--- src/hole_output_defines.vh ---
// constants for the beam area hole output block
`ifndef HOLE_OUTPUT_DEFINES_VH
`define HOLE_OUTPUT_DEFINES_VH

`define BEAM_COUNT 32
`define AREA_COUNT 32
`define BYTE_W 8
`define HALF_W 16
`define BEAM_IDX_W 6

// area parameter object, index 100
`define AREA_OBJ_INDEX 100
`define AREA_CFG_W 112
`define AREA_EN_POS 104
`define AREA_LOGIC_POS 96
`define AREA_START_POS 80
`define AREA_END_POS 64
`define AREA_ON_POS 48
`define AREA_OFF_POS 32

// pin settings object, index 80, and mask object, index 84
`define PIN_OBJ_INDEX 80
`define PIN_CFG_W 32
`define PIN_DIR_POS 24
`define PIN_POL_POS 16
`define PIN_FUNC_POS 0
`define MASK_OBJ_INDEX 84
`define MASK_POS 0
`define MASK_W 32

// alternative object dictionary locations
`define OD_AREA1_OBJ 16'h2170 // RULE18
`define OD_AREA1_SUB_FIRST 8'h01
`define OD_AREA1_SUB_LAST 8'h06
`define OD_PIN_OBJ 16'h2151
`define OD_PIN_DIR_SUB 8'h01
`define OD_PIN_POL_SUB 8'h03
`define OD_PIN_FUNC_SUB 8'h04
`define OD_MASK_OBJ 16'h2155
`define OD_MASK_SUB 8'h03

// field codes
`define AREA_ENABLED 8'h01
`define LOGIC_NORMAL 8'h00
`define START_FIRST_BLOCKED 16'hfffe
`define END_LAST_BLOCKED 16'hfffc
`define PIN_DIR_OUTPUT 8'h00
`define PIN_POL_NORMAL 8'h00
`define PIN_POL_INVERTED 8'h01
`define PIN_FUNC_AREAS 16'h0001

`endif

--- src/blocked_bound_finder.v ---
// first and last blocked beam of one scan
`timescale 1ns/100ps
`include "hole_output_defines.vh"
module blocked_bound_finder (
  input wire [`BEAM_COUNT-1:0] i_beam_free,
  output reg [`HALF_W-1:0] o_first_blocked,
  output reg [`HALF_W-1:0] o_last_blocked,
  output reg o_any_blocked
);
  integer k;
  // beams are numbered from 1; a zero result means no beam is blocked
  always @* begin
    o_first_blocked = {`HALF_W{1'b0}};
    o_last_blocked = {`HALF_W{1'b0}};
    o_any_blocked = 1'b0;
    for (k = `BEAM_COUNT - 1; k >= 0; k = k - 1) begin
      if (!i_beam_free[k]) begin
        o_first_blocked = k[`HALF_W-1:0] + 16'h0001;
      end
    end
    for (k = 0; k < `BEAM_COUNT; k = k + 1) begin
      if (!i_beam_free[k]) begin
        o_last_blocked = k[`HALF_W-1:0] + 16'h0001;
        o_any_blocked = 1'b1;
      end
    end
  end
endmodule

--- src/free_window_counter.v ---
// count of free beams between two inclusive bounds
`timescale 1ns/100ps
`include "hole_output_defines.vh"
module free_window_counter (
  input wire [`BEAM_COUNT-1:0] i_beam_free,
  input wire [`HALF_W-1:0] i_lower,
  input wire [`HALF_W-1:0] i_upper,
  output reg [`HALF_W-1:0] o_free_count
);
  integer k;
  reg [`HALF_W-1:0] beam_no;
  always @* begin
    o_free_count = {`HALF_W{1'b0}};
    beam_no = {`HALF_W{1'b0}};
    for (k = 0; k < `BEAM_COUNT; k = k + 1) begin
      beam_no = k[`HALF_W-1:0] + 16'h0001;
      // an inverted window simply counts nothing
      if (i_beam_free[k] && beam_no >= i_lower && beam_no <= i_upper) begin
        o_free_count = o_free_count + 16'h0001;
      end
    end
  end
endmodule

--- src/beam_area_hole_output.v ---
// beam area evaluation and switching output for hole detection
//
// Functional notes
// RULE1: area enable equal to 1 evaluates the area and offers its result.
// RULE2: normal logic behaviour asserts the result on free beams.
// RULE3: first-blocked selection puts the lower bound at the first blocked beam.
// RULE4: last-blocked selection puts the upper bound at the last blocked beam.
// RULE5: start limit 65534 means the dynamic first-blocked selection.
// RULE6: end limit 65532 means the dynamic last-blocked selection.
// RULE7: an ordinary start limit is a fixed lower bound.
// RULE8: an ordinary end limit is a fixed upper bound.
// RULE9: switch-on threshold 1 switches on with one free beam in bounds.
// RULE10: separate switch-off threshold on free count gives hysteresis.
// RULE11: pin direction 0 drives pin 2 as an output.
// RULE12: output function 1 drives the pin from areas 1 to 32.
// RULE13: polarity 0 keeps the output level, polarity 1 inverts it.
// RULE14: output level is OR of area results selected by the 32-bit mask.
// RULE15: mask bit 0 selects area 01.
// RULE16: area object fields sit at bit offsets 104, 96, 80, 64, 48, 32.
// RULE17: pin object fields at 24, 16, 0; mask at offset 0 of index 84.
// RULE18: alternative dictionary objects hold the same fields.
// RULE19: the master configures an area before mapping it to the pin.
// RULE20: each scan counts free beams within bounds and updates the output.
`timescale 1ns/100ps
`include "hole_output_defines.vh"
module beam_area_hole_output (
  input wire i_clk_sys,
  input wire i_rst_n,
  input wire i_scan_valid,
  input wire [`BEAM_COUNT-1:0] i_beam_free,
  input wire [`AREA_CFG_W-1:0] i_area_cfg,
  input wire [`PIN_CFG_W-1:0] i_pin_cfg,
  input wire [`MASK_W-1:0] i_area_mask,
  input wire [`AREA_COUNT-1:1] i_other_area_result,
  input wire i_pin2,
  output reg o_pin2,
  output reg o_pin2_oe,
  output reg o_pin2_level,
  output reg o_area_result,
  output reg [`HALF_W-1:0] o_free_count,
  output reg [`HALF_W-1:0] o_lower_bound,
  output reg [`HALF_W-1:0] o_upper_bound,
  output reg o_web_present,
  output reg o_bound_error,
  output reg o_scan_done
);

  // decoding of one start or end limit, used for both bounds
  function [`HALF_W-1:0] resolve_bound;
    input [`HALF_W-1:0] raw;
    input [`HALF_W-1:0] dyn_code;
    input [`HALF_W-1:0] dyn_value;
    begin
      if (raw == dyn_code) begin
        resolve_bound = dyn_value;
      end else begin
        resolve_bound = raw;
      end
    end
  endfunction

  // a zero sense field passes the level, any other value inverts it
  function apply_sense;
    input level;
    input [`BYTE_W-1:0] sense;
    begin
      if (sense == 8'h00) begin
        apply_sense = level;
      end else begin
        apply_sense = ~level;
      end
    end
  endfunction

  // field extraction from the packed parameter objects
  wire [`BYTE_W-1:0] area_enable_field;
  wire [`BYTE_W-1:0] logic_field;
  wire [`HALF_W-1:0] start_field;
  wire [`HALF_W-1:0] end_field;
  wire [`HALF_W-1:0] on_thresh;
  wire [`HALF_W-1:0] off_thresh;
  wire [`BYTE_W-1:0] pin_dir_field;
  wire [`BYTE_W-1:0] pin_pol_field;
  wire [`HALF_W-1:0] pin_func_field;
  wire [`MASK_W-1:0] mask_field;

  assign area_enable_field = i_area_cfg[`AREA_EN_POS +: `BYTE_W]; // RULE16
  assign logic_field = i_area_cfg[`AREA_LOGIC_POS +: `BYTE_W]; // RULE16
  assign start_field = i_area_cfg[`AREA_START_POS +: `HALF_W]; // RULE16
  assign end_field = i_area_cfg[`AREA_END_POS +: `HALF_W]; // RULE16
  assign on_thresh = i_area_cfg[`AREA_ON_POS +: `HALF_W]; // RULE16
  assign off_thresh = i_area_cfg[`AREA_OFF_POS +: `HALF_W]; // RULE16
  assign pin_dir_field = i_pin_cfg[`PIN_DIR_POS +: `BYTE_W]; // RULE17
  assign pin_pol_field = i_pin_cfg[`PIN_POL_POS +: `BYTE_W]; // RULE17
  assign pin_func_field = i_pin_cfg[`PIN_FUNC_POS +: `HALF_W]; // RULE17
  assign mask_field = i_area_mask[`MASK_POS +: `MASK_W]; // RULE17

  // pin 2 read-back through two flip-flops
  // only the second flop is read; the first may still be settling
  reg pin2_meta;
  reg pin2_sync;

  always @(posedge i_clk_sys or negedge i_rst_n) begin
    if (!i_rst_n) begin
      pin2_meta <= 1'b0;
      pin2_sync <= 1'b0;
    end else begin
      pin2_meta <= i_pin2;
      pin2_sync <= pin2_meta;
    end
  end

  // stage one: capture the scan so the evaluation sees a stable pattern
  // a new scan is taken in any cycle with i_scan_valid, so scans may come back to back
  reg [`BEAM_COUNT-1:0] scan_beams;
  reg scan_pending;

  always @(posedge i_clk_sys or negedge i_rst_n) begin
    if (!i_rst_n) begin
      scan_beams <= {`BEAM_COUNT{1'b1}};
      scan_pending <= 1'b0;
    end else begin
      scan_pending <= i_scan_valid;
      if (i_scan_valid) begin
        scan_beams <= i_beam_free;
      end
    end
  end

  // dynamic bounds of the captured scan
  wire [`HALF_W-1:0] first_blocked;
  wire [`HALF_W-1:0] last_blocked;
  wire any_blocked;

  blocked_bound_finder u_bound_finder (
    .i_beam_free(scan_beams),
    .o_first_blocked(first_blocked),
    .o_last_blocked(last_blocked),
    .o_any_blocked(any_blocked)
  );

  wire start_is_dynamic;
  wire end_is_dynamic;
  wire [`HALF_W-1:0] lower_bound;
  wire [`HALF_W-1:0] upper_bound;

  assign start_is_dynamic = (start_field == `START_FIRST_BLOCKED); // RULE5
  assign end_is_dynamic = (end_field == `END_LAST_BLOCKED); // RULE6
  // with no blocked beam both dynamic bounds read zero; a zero upper bound leaves the window empty
  assign lower_bound = resolve_bound(start_field, `START_FIRST_BLOCKED, first_blocked); // RULE3 RULE7
  assign upper_bound = resolve_bound(end_field, `END_LAST_BLOCKED, last_blocked); // RULE4 RULE8

  wire [`HALF_W-1:0] free_count;

  free_window_counter u_window_counter (
    .i_beam_free(scan_beams),
    .i_lower(lower_bound),
    .i_upper(upper_bound),
    .o_free_count(free_count)
  );

  // fixed bounds outside the curtain or reversed are flagged, not corrected
  wire start_out_of_range;
  wire end_out_of_range;
  wire bounds_reversed;
  wire fixed_bound_bad;

  assign start_out_of_range = !start_is_dynamic && (start_field == 16'h0000 || start_field > `BEAM_COUNT); // RULE7
  assign end_out_of_range = !end_is_dynamic && (end_field == 16'h0000 || end_field > `BEAM_COUNT); // RULE8
  // a reversed window still runs, it just counts nothing
  assign bounds_reversed = !start_is_dynamic && !end_is_dynamic && (start_field > end_field); // RULE7 RULE8
  assign fixed_bound_bad = start_out_of_range || end_out_of_range || bounds_reversed;

  // stage two: hysteresis on the free count
  wire area_enabled;
  reg area_state;
  reg next_area_state;
  reg [`HALF_W-1:0] free_count_q;
  reg [`HALF_W-1:0] lower_q;
  reg [`HALF_W-1:0] upper_q;
  reg web_present_q;
  reg bound_error_q;
  reg eval_done;

  assign area_enabled = (area_enable_field == `AREA_ENABLED); // RULE1

  // on wins over off when the two thresholds overlap
  always @* begin
    next_area_state = area_state;
    if (!area_enabled) begin
      next_area_state = 1'b0;
    end else if (free_count >= on_thresh) begin
      next_area_state = 1'b1; // RULE9
    end else if (free_count <= off_thresh) begin
      next_area_state = 1'b0; // RULE10
    end
  end

  // a disabled area drops at once, not at its next scan
  always @(posedge i_clk_sys or negedge i_rst_n) begin
    if (!i_rst_n) begin
      area_state <= 1'b0;
    end else if (!area_enabled) begin
      area_state <= 1'b0; // RULE1
    end else if (scan_pending) begin
      area_state <= next_area_state; // RULE20
    end
  end

  // snapshot of the scan for the result outputs
  always @(posedge i_clk_sys or negedge i_rst_n) begin
    if (!i_rst_n) begin
      free_count_q <= 16'h0000;
      lower_q <= 16'h0000;
      upper_q <= 16'h0000;
      web_present_q <= 1'b0;
      bound_error_q <= 1'b0;
      eval_done <= 1'b0;
    end else begin
      // the done pulse lines up with the registered results
      eval_done <= scan_pending;
      if (scan_pending) begin
        free_count_q <= free_count; // RULE20
        lower_q <= lower_bound; // RULE3 RULE7
        upper_q <= upper_bound; // RULE4 RULE8
        web_present_q <= any_blocked;
        bound_error_q <= fixed_bound_bad;
      end
    end
  end

  // logic behaviour: normal passes the free-beam state, anything else inverts
  wire area_logic;

  assign area_logic = area_enabled
    & apply_sense(area_state, logic_field); // RULE1 RULE2

  // mask gating of all 32 area results
  wire [`AREA_COUNT-1:0] all_areas;
  wire [`AREA_COUNT-1:0] gated_areas;

  assign all_areas = {i_other_area_result, area_logic}; // RULE15

  genvar g;
  generate
    for (g = 0; g < `AREA_COUNT; g = g + 1) begin : gen_mask
      assign gated_areas[g] = all_areas[g] & mask_field[g]; // RULE14
    end
  endgenerate

  wire mapped_level;
  wire function_is_areas;
  wire function_level;
  wire pin_level;
  wire pin_is_output;
  wire next_pin2;

  assign mapped_level = |gated_areas; // RULE14

  assign function_is_areas = (pin_func_field == `PIN_FUNC_AREAS); // RULE12
  // other output functions are not part of this block and give a low level ahead of the polarity
  assign function_level = function_is_areas ? mapped_level : 1'b0; // RULE12
  assign pin_level = apply_sense(function_level, pin_pol_field); // RULE13

  // direction decides both the enable and the parked value
  assign pin_is_output = (pin_dir_field == `PIN_DIR_OUTPUT); // RULE11
  assign next_pin2 = pin_is_output ? pin_level : 1'b0; // RULE11 RULE13

  // stage three: every output from a flip-flop
  // pin, mask, logic and disable changes reach the pin within one cycle; thresholds and bounds wait for a scan, scans after three
  always @(posedge i_clk_sys or negedge i_rst_n) begin
    if (!i_rst_n) begin
      o_pin2 <= 1'b0;
      o_pin2_oe <= 1'b0;
      o_pin2_level <= 1'b0;
      o_area_result <= 1'b0;
    end else begin
      o_pin2 <= next_pin2; // RULE11 RULE13
      o_pin2_oe <= pin_is_output; // RULE11
      o_pin2_level <= pin2_sync;
      o_area_result <= area_logic; // RULE1
    end
  end

  // scan results stand until the next scan replaces them
  always @(posedge i_clk_sys or negedge i_rst_n) begin
    if (!i_rst_n) begin
      o_free_count <= 16'h0000;
      o_lower_bound <= 16'h0000;
      o_upper_bound <= 16'h0000;
      o_web_present <= 1'b0;
      o_bound_error <= 1'b0;
      o_scan_done <= 1'b0;
    end else begin
      o_free_count <= free_count_q;
      o_lower_bound <= lower_q;
      o_upper_bound <= upper_q;
      o_web_present <= web_present_q;
      o_bound_error <= bound_error_q;
      o_scan_done <= eval_done; // RULE20
    end
  end

endmodule

--- config.mk ---
export PLATFORM = sky130hd
export DESIGN_NAME = beam_area_hole_output
export DESIGN_NICKNAME = d
export VERILOG_FILES = /design/src/blocked_bound_finder.v /design/src/free_window_counter.v /design/src/beam_area_hole_output.v
export VERILOG_INCLUDE_DIRS = /design/src
export SDC_FILE = /design/constraint.sdc
export NUM_CORES = 1
export LEC_CHECK = 0
export BUFFER_PORTS_ARGS = -buffer_cell sky130_fd_sc_hd__buf_2
export CORE_ASPECT_RATIO = 0.8
export CORE_MARGIN = 2
export CORE_UTILIZATION = 30
export CTS_BUF_LIST = sky130_fd_sc_hd__clkbuf_8
export CTS_CLUSTER_SIZE = 28
export DETAILED_ROUTE_END_ITERATION = 7
export PLACE_DENSITY_LB_ADDON = 0.05
export SLEW_MARGIN = 30
export SYNTH_ARGS = -nofsm -noshare
export SYNTH_HDL_FRONTEND = slang
export SYNTH_SLANG_ARGS = --single-unit
--- constraint.sdc ---
create_clock -name i_clk_sys -period 30.2 [get_ports i_clk_sys]
set_input_delay 6.04 -clock i_clk_sys [delete_from_list [all_inputs] [get_ports i_clk_sys]]
set_output_delay 6.04 -clock i_clk_sys [all_outputs]
set_load 0.02 [all_outputs]
# == Yosys cells after proc, flatten, opt, wreduce, memory -nomap -nowiden ==
# Index checks and enable logic that the tools add are counted.
# word_totals
regBits,142
input_bits,243
output_inout_bits,55
elab_cells,381
# classes
addsub,31
n_lt_le_gt_ge,69
eq_ne,6
mux,138
n_bitwise,35
reduce_logical,81
# op_table
op,n
$mux W16,33
$add A16 B1 Y16 const B,30
$ge A5 B16 Y1 const A,16
$le A5 B16 Y1 const A,16
$mux W6,33
$ge A4 B16 Y1 const A,8
$le A4 B16 Y1 const A,8
$mux W5,16
$logic_and A1 B1 Y1,68
$ge A3 B16 Y1 const A,4
$le A3 B16 Y1 const A,4
$mux W1,42
$and A1 B1 Y1,33
$eq A16 B16 Y1 const B,2
$ge A2 B16 Y1 const A,2
$gt A16 B6 Y1 const B,2
$le A2 B16 Y1 const A,2
$logic_not A16 Y1,2
$mux W4,8
$reduce_or A32 Y1,1
$logic_not A8 Y1,3
$eq A16 B1 Y1 const B,1
$ge A1 B16 Y1 const A,1
$ge A16 B16 Y1,1
other kinds (15),24

# == Logic depth before layout (Yosys ltp) ==
# logic_depth
ltp_word,104
ltp_mapped,131
depth_no_buf,127

# == Hierarchy ==
# Synthesis repeated with hierarchy kept, for this count alone.
# unflattened
hier_cells,1675
hier_area_um2,14124.8
# modules_own_cells
module,instances,cells_per_inst,area_per_inst_um2,seq_area_each_um2
free_window_counter,1,995,6707.7,0.0
beam_area_hole_output,1,548,6555.0,3593.4
blocked_bound_finder,1,132,862.1,0.0

# == Worst setup path before layout ==
# OpenSTA, ideal clock, no wires.
# synth_timing
kind,input port to flip-flop
from,in i_area_cfg[85]
to,reg area_state
setup_ps,123
arrival_ps,28059
required_ps,30077
setup_slack_ps,2018
stages,128
n_path_buf,4
path_cell_list,buf_4 nand4_1 or4_1 buf_2 nand2_1 o41a_1 buf_2 and2_1 nand2_1 a211oi_1 ha_1 xor2_4 ha_1 nand2_1 nand2_1 ha_1 nor2_1 a31oi_1 [92 not listed] o21ai_0 nand2b_1 a21oi_1 nor2b_1 o21ai_0 nand2b_1 a21oi_1 nor2b_1 o21ai_0 nand2b_1 a21oi_1 nor2b_1 o21ai_0 nand2b_1 a21oi_1 nor2b_1 o21ai_0 a21oi_1
# synth_via
elab_chain_len,72
elab_cells_between_ends,168
classes_between,add/sub: 31; order compare: 34; eq/ne: 2; mux: 36; reduce/logical: 65
# synth_lines
item,line,text
from (decl),beam_area_hole_output.v:31,"input wire [`AREA_CFG_W-1:0] i_area_cfg,"
$eq A16 B16 Y1,beam_area_hole_output.v:54,if (raw == dyn_code) begin
$mux W16 *,beam_area_hole_output.v:54,
$ge A1 B16 Y1,free_window_counter.v:18,if (i_beam_free[k] && beam_no >= i_lower && beam_no <= i_upper) begin
$logic_and A1 B1 Y1 (2 in a row),free_window_counter.v:18,
$mux W1,free_window_counter.v:18,
$add A1 B1 Y2,free_window_counter.v:19,o_free_count = o_free_count + 16'h0001;
$mux W16,free_window_counter.v:18,
$add A16 B1 Y16,free_window_counter.v:19,
[56 not listed],--,
$mux W16,free_window_counter.v:18,
$add A16 B1 Y16,free_window_counter.v:19,
$mux W16 *,free_window_counter.v:18,
via free_count[1],beam_area_hole_output.v:153,wire [`HALF_W-1:0] free_count;
$ge A16 B16 Y1,beam_area_hole_output.v:192,end else if (free_count >= on_thresh) begin
$mux W1,beam_area_hole_output.v:192,
$mux W1,beam_area_hole_output.v:205,end else if (scan_pending) begin
$mux W1,beam_area_hole_output.v:203,end else if (!area_enabled) begin
to (signal assigned),beam_area_hole_output.v:206,area_state <= next_area_state;
to (decl),beam_area_hole_output.v:176,reg area_state;
# Mark *: on every way through the listed nets, which the timed path passes. The rest lies on a longest branch. The select of a mux whose other input is x is not followed.
# A chain may end at the register's enable or synchronous reset.

# == Worst setup path in the final report ==
# layout_timing
from,in i_area_cfg[80]
to,reg area_state
# The elaborated chain is that of the path after synthesis.

==> flow_metrics.env <==
export IMPL_arrival_ps=28680
export IMPL_max_vdd_ir_drop_uv=33.0
export IMPL_finalSetupTns_ps=0
export IMPL_ys_ff_latch=142
export IMPL_synth_compound_area_share_pct=19.8
export IMPL_fill_cells=4713
export IMPL_critPathMostFrequentCell="ha_1"
export IMPL_netlist_area_sq_um=13700
export IMPL_num_vias=12900
export IMPL_grtUsageTotal_pct=19.6
export IMPL_wl_per_cell_um=18.6
export IMPL_htree_levels=4
export IMPL_grt_max_degree=86
export IMPL_synth_flop_cell="dfrtp_1"
export IMPL_crit_path_top_delay_cell="or3_1"
export IMPL_p_per_area_nw_per_um2=27.6
export IMPL_maxCapViolations=0
export IMPL_cp_required_ps=30560
export IMPL_syn_instance_count=1566
export IMPL_via_per_inst=5.12
export IMPL_min_period_ps=28320
export IMPL_critPathKind="input port to flop"
export IMPL_clk_pin_slew_ps=90
export IMPL_place_ws_ps=667
export IMPL_muxShareOfSynthArea_pct=5.22
export IMPL_wirelength_um=46700
export IMPL_antenna_found_initial=3
export IMPL_tightest_slew_ps=939
export IMPL_hold_path_class="flop to flop"
export IMPL_cts_max_path_buffers=2
export IMPL_end_kind="flop"
export IMPL_finClkSkew_ps=22.1
export IMPL_postSynthAreaPerCell_sq_um=8.73
export IMPL_yosys_cell_types_count=115
export IMPL_rsz0062_at_grt="false"
export IMPL_outcome="finished, final reports clean"
export IMPL_drive_gt1_share_pct=29.3
export IMPL_fin_nets=2214
export IMPL_final_common_cell="buf_2"
export IMPL_timing_final_ws_setup_ps=1880
export IMPL_hpwlAfterDp_um=38200
export IMPL_worstSkewPairLatency_ps=490
export IMPL_synth_top_family_by_area="simple AND/OR/NAND/NOR gates"
export IMPL_io_buffer_count=265
export IMPL_cts_tree="built"
export IMPL_period_share_pct=93.8
export IMPL_maxSlewViolCount=0
export IMPL_fp_dieH_um=195
export IMPL_place_gp_congestion=0.872
export IMPL_hold_buffers=0
export IMPL_cts_root_buf="clkbuf_8"
export IMPL_cp_start_kind="input port"
export IMPL_core_area_sq_um=44700
export IMPL_synth_simple_area_share_pct=22.3
export IMPL_yosys_warnings=0
export IMPL_setup_violations=0
export IMPL_drt_initial_drc_count=729
export IMPL_cts_buffers=17
export IMPL_final_hold_violation_count=0
export IMPL_area_delta_synth_final_pct=21.8
export IMPL_clock_fmax_ghz=0.0353
export IMPL_first_global_vias=12700
export IMPL_synthAdderAreaFrac_pct=7.38
export IMPL_drt_pass1_iterations=5
export IMPL_ys_seq_area_share_pct=26.3
export IMPL_top_level_ports=298
export IMPL_cpPeakStageDelay_ps=380
export IMPL_cp_max_fo=6
export IMPL_synth_enable_flop_cells=0
export IMPL_p_leak_nw=7.57
export IMPL_final_cell_mix="263 x buf_2, 138 x nand2_1, 113 x inv_1"
export IMPL_async_flop_share_pct=100
export IMPL_drtAntennaViolNets=0
export IMPL_grt_first_pass_wirelength_um=72900
export IMPL_die_area_sq_um=47300
export IMPL_drc=0
export IMPL_synth_xor_area_share_pct=14.2
export IMPL_grt_ovfl_total=0
export IMPL_max_slew_margin_pct=37.4
export IMPL_start_util_pct=30.6
export IMPL_tritoncts_num_sinks=142
export IMPL_die_w_um=243
export IMPL_row_count=69
## critical path: cells and delay by family
kind                     cells  cell delay, ps
buffers and inverters       13            1130
AO/OA/AOI/OAI               36            4980
adder cells (fa/ha/maj)     31            9160
AND/OR/NAND/NOR             40            5010
multiplexers                 9            2320
## Yosys cell counts, types with 11 or more instances
cell type / n / area share (%)
nand2_1: 139 / 3.8
inv_1: 112 / 3.1
dfrtp_1: 110 / 20
o21ai_0: 88 / 3.2
xnor2_1: 88 / 5.6
nor2_1: 84 / 2.3
ha_1: 79 / 7.2
nand3_1: 74 / 2.7
a21oi_1: 69 / 2.5
nand4_1: 45 / 2.1
mux2_2: 44 / 3.6
xor2_1: 41 / 2.6
nor3_1: 35 / 1.3
dfstp_2: 32 / 6.2
nor2b_1: 32 / 1.5
clkbuf_1: 28 / 0.77
nand2b_1: 27 / 1.2
nor4_1: 21 / 0.96
and4_1: 20 / 1.3
and2_1: 19 / 0.87
mux2i_1: 18 / 1.3
a31oi_1: 15 / 0.69
xnor2_2: 15 / 1.8
and3_1: 14 / 0.64
or2_2: 14 / 0.64
buf_2: 13 / 0.48
a21o_1: 12 / 0.66
o22ai_1: 12 / 0.55
o211ai_1: 11 / 0.60
o21a_1: 11 / 0.60
o21ai_1: 11 / 0.40
## layer usage
| layer | up-vias | global-route usage, % | routed length (um) |
|---|---|---|---|
| met5 | - | 0 | 13 |
| met4 | 2 | 4.14 | 728 |
| met3 | 31 | 3.44 | 2510 |
| met2 | 339 | 31.3 | 20800 |
| met1 | 6115 | 27.7 | 22700 |
| li1 | 6367 | - | - |
## power breakdown
group / switching (W) / internal, W
clock: 0.0000884 / 0.0000690
sequential: 0.0000153 / 0.000206
combinational: 0.0000487 / 0.0000318
## cells by family (layout without fill, tap and decap cells)
group,after synthesis,after routing
AO/OA/AOI/OAI,375,375
XOR/XNOR,169,169
adder cells (fa/ha/maj),81,81
buffers and inverters,162,486
flip-flops,142,142
multiplexers,64,64
other,1,19
AND/OR/NAND/NOR,572,573
## flip-flops by register name (all words and copies together) (netlist names), 16 cells and up
register       flops
lower_q           16
o_lower_bound     16
upper_q           16
free_count_q      16
o_free_count      16
o_upper_bound     16
scan_beams        32
## cell type report
class	count	area [sq um]	share of cell area [%]
Tap cell	603	754	4.53
Antenna cell	5	12.5	0.0752
Clock inverter	13	131	0.789
Inverter	112	420	2.53
Sequential cell	142	3590	21.6
Multi-Input combinational cell	1276	9560	57.4
Clock buffer	18	248	1.49
Timing Repair Buffer	343	1920	11.5
## final timing paths
path	start	end	slack (ps)	cells past startpoint
setup / recovery	i_area_cfg[80]	area_state$_DFFE_PN0P_	1880	129
hold / removal	pin2_meta$_DFF_PN0_	pin2_sync$_DFF_PN0_	360	0
setup reg to reg	scan_beams[16]$_DFFE_PN1P_	area_state$_DFFE_PN0P_	6980	125
hold reg to reg	pin2_meta$_DFF_PN0_	pin2_sync$_DFF_PN0_	360	0
max in group asynchronous	i_rst_n	lower_q[15]$_DFFE_PN0P_	23230	2
min in group asynchronous	i_rst_n	o_pin2_level$_DFF_PN0_	5600	1
## timing repair
| item | 4_1_cts | 5_1_grt |
|---|---|---|
| buffers inserted | 0 | 7 |
| gates resized for setup | 0 | 19 |
| setup endpoints to repair | 0 | 1 |
## metrics by stage
step           instance area (sq um)  hold slack (ps)  total power [W]  cells  utilization (%)
2_1_floorplan                  13700              331         0.000259   1579                -
3_3_place_gp                   16100              332         0.000304   2468             36.0
3_5_place_dp                   16100              338         0.000305   2468             36.0
4_1_cts                        16500              357         0.000465   2499             36.9
5_1_grt                        16600              359         0.000485   2508             37.2
6_report                       16600              356         0.000459   2512             37.2
No activity file was read; power rests on OpenSTA's default activity.
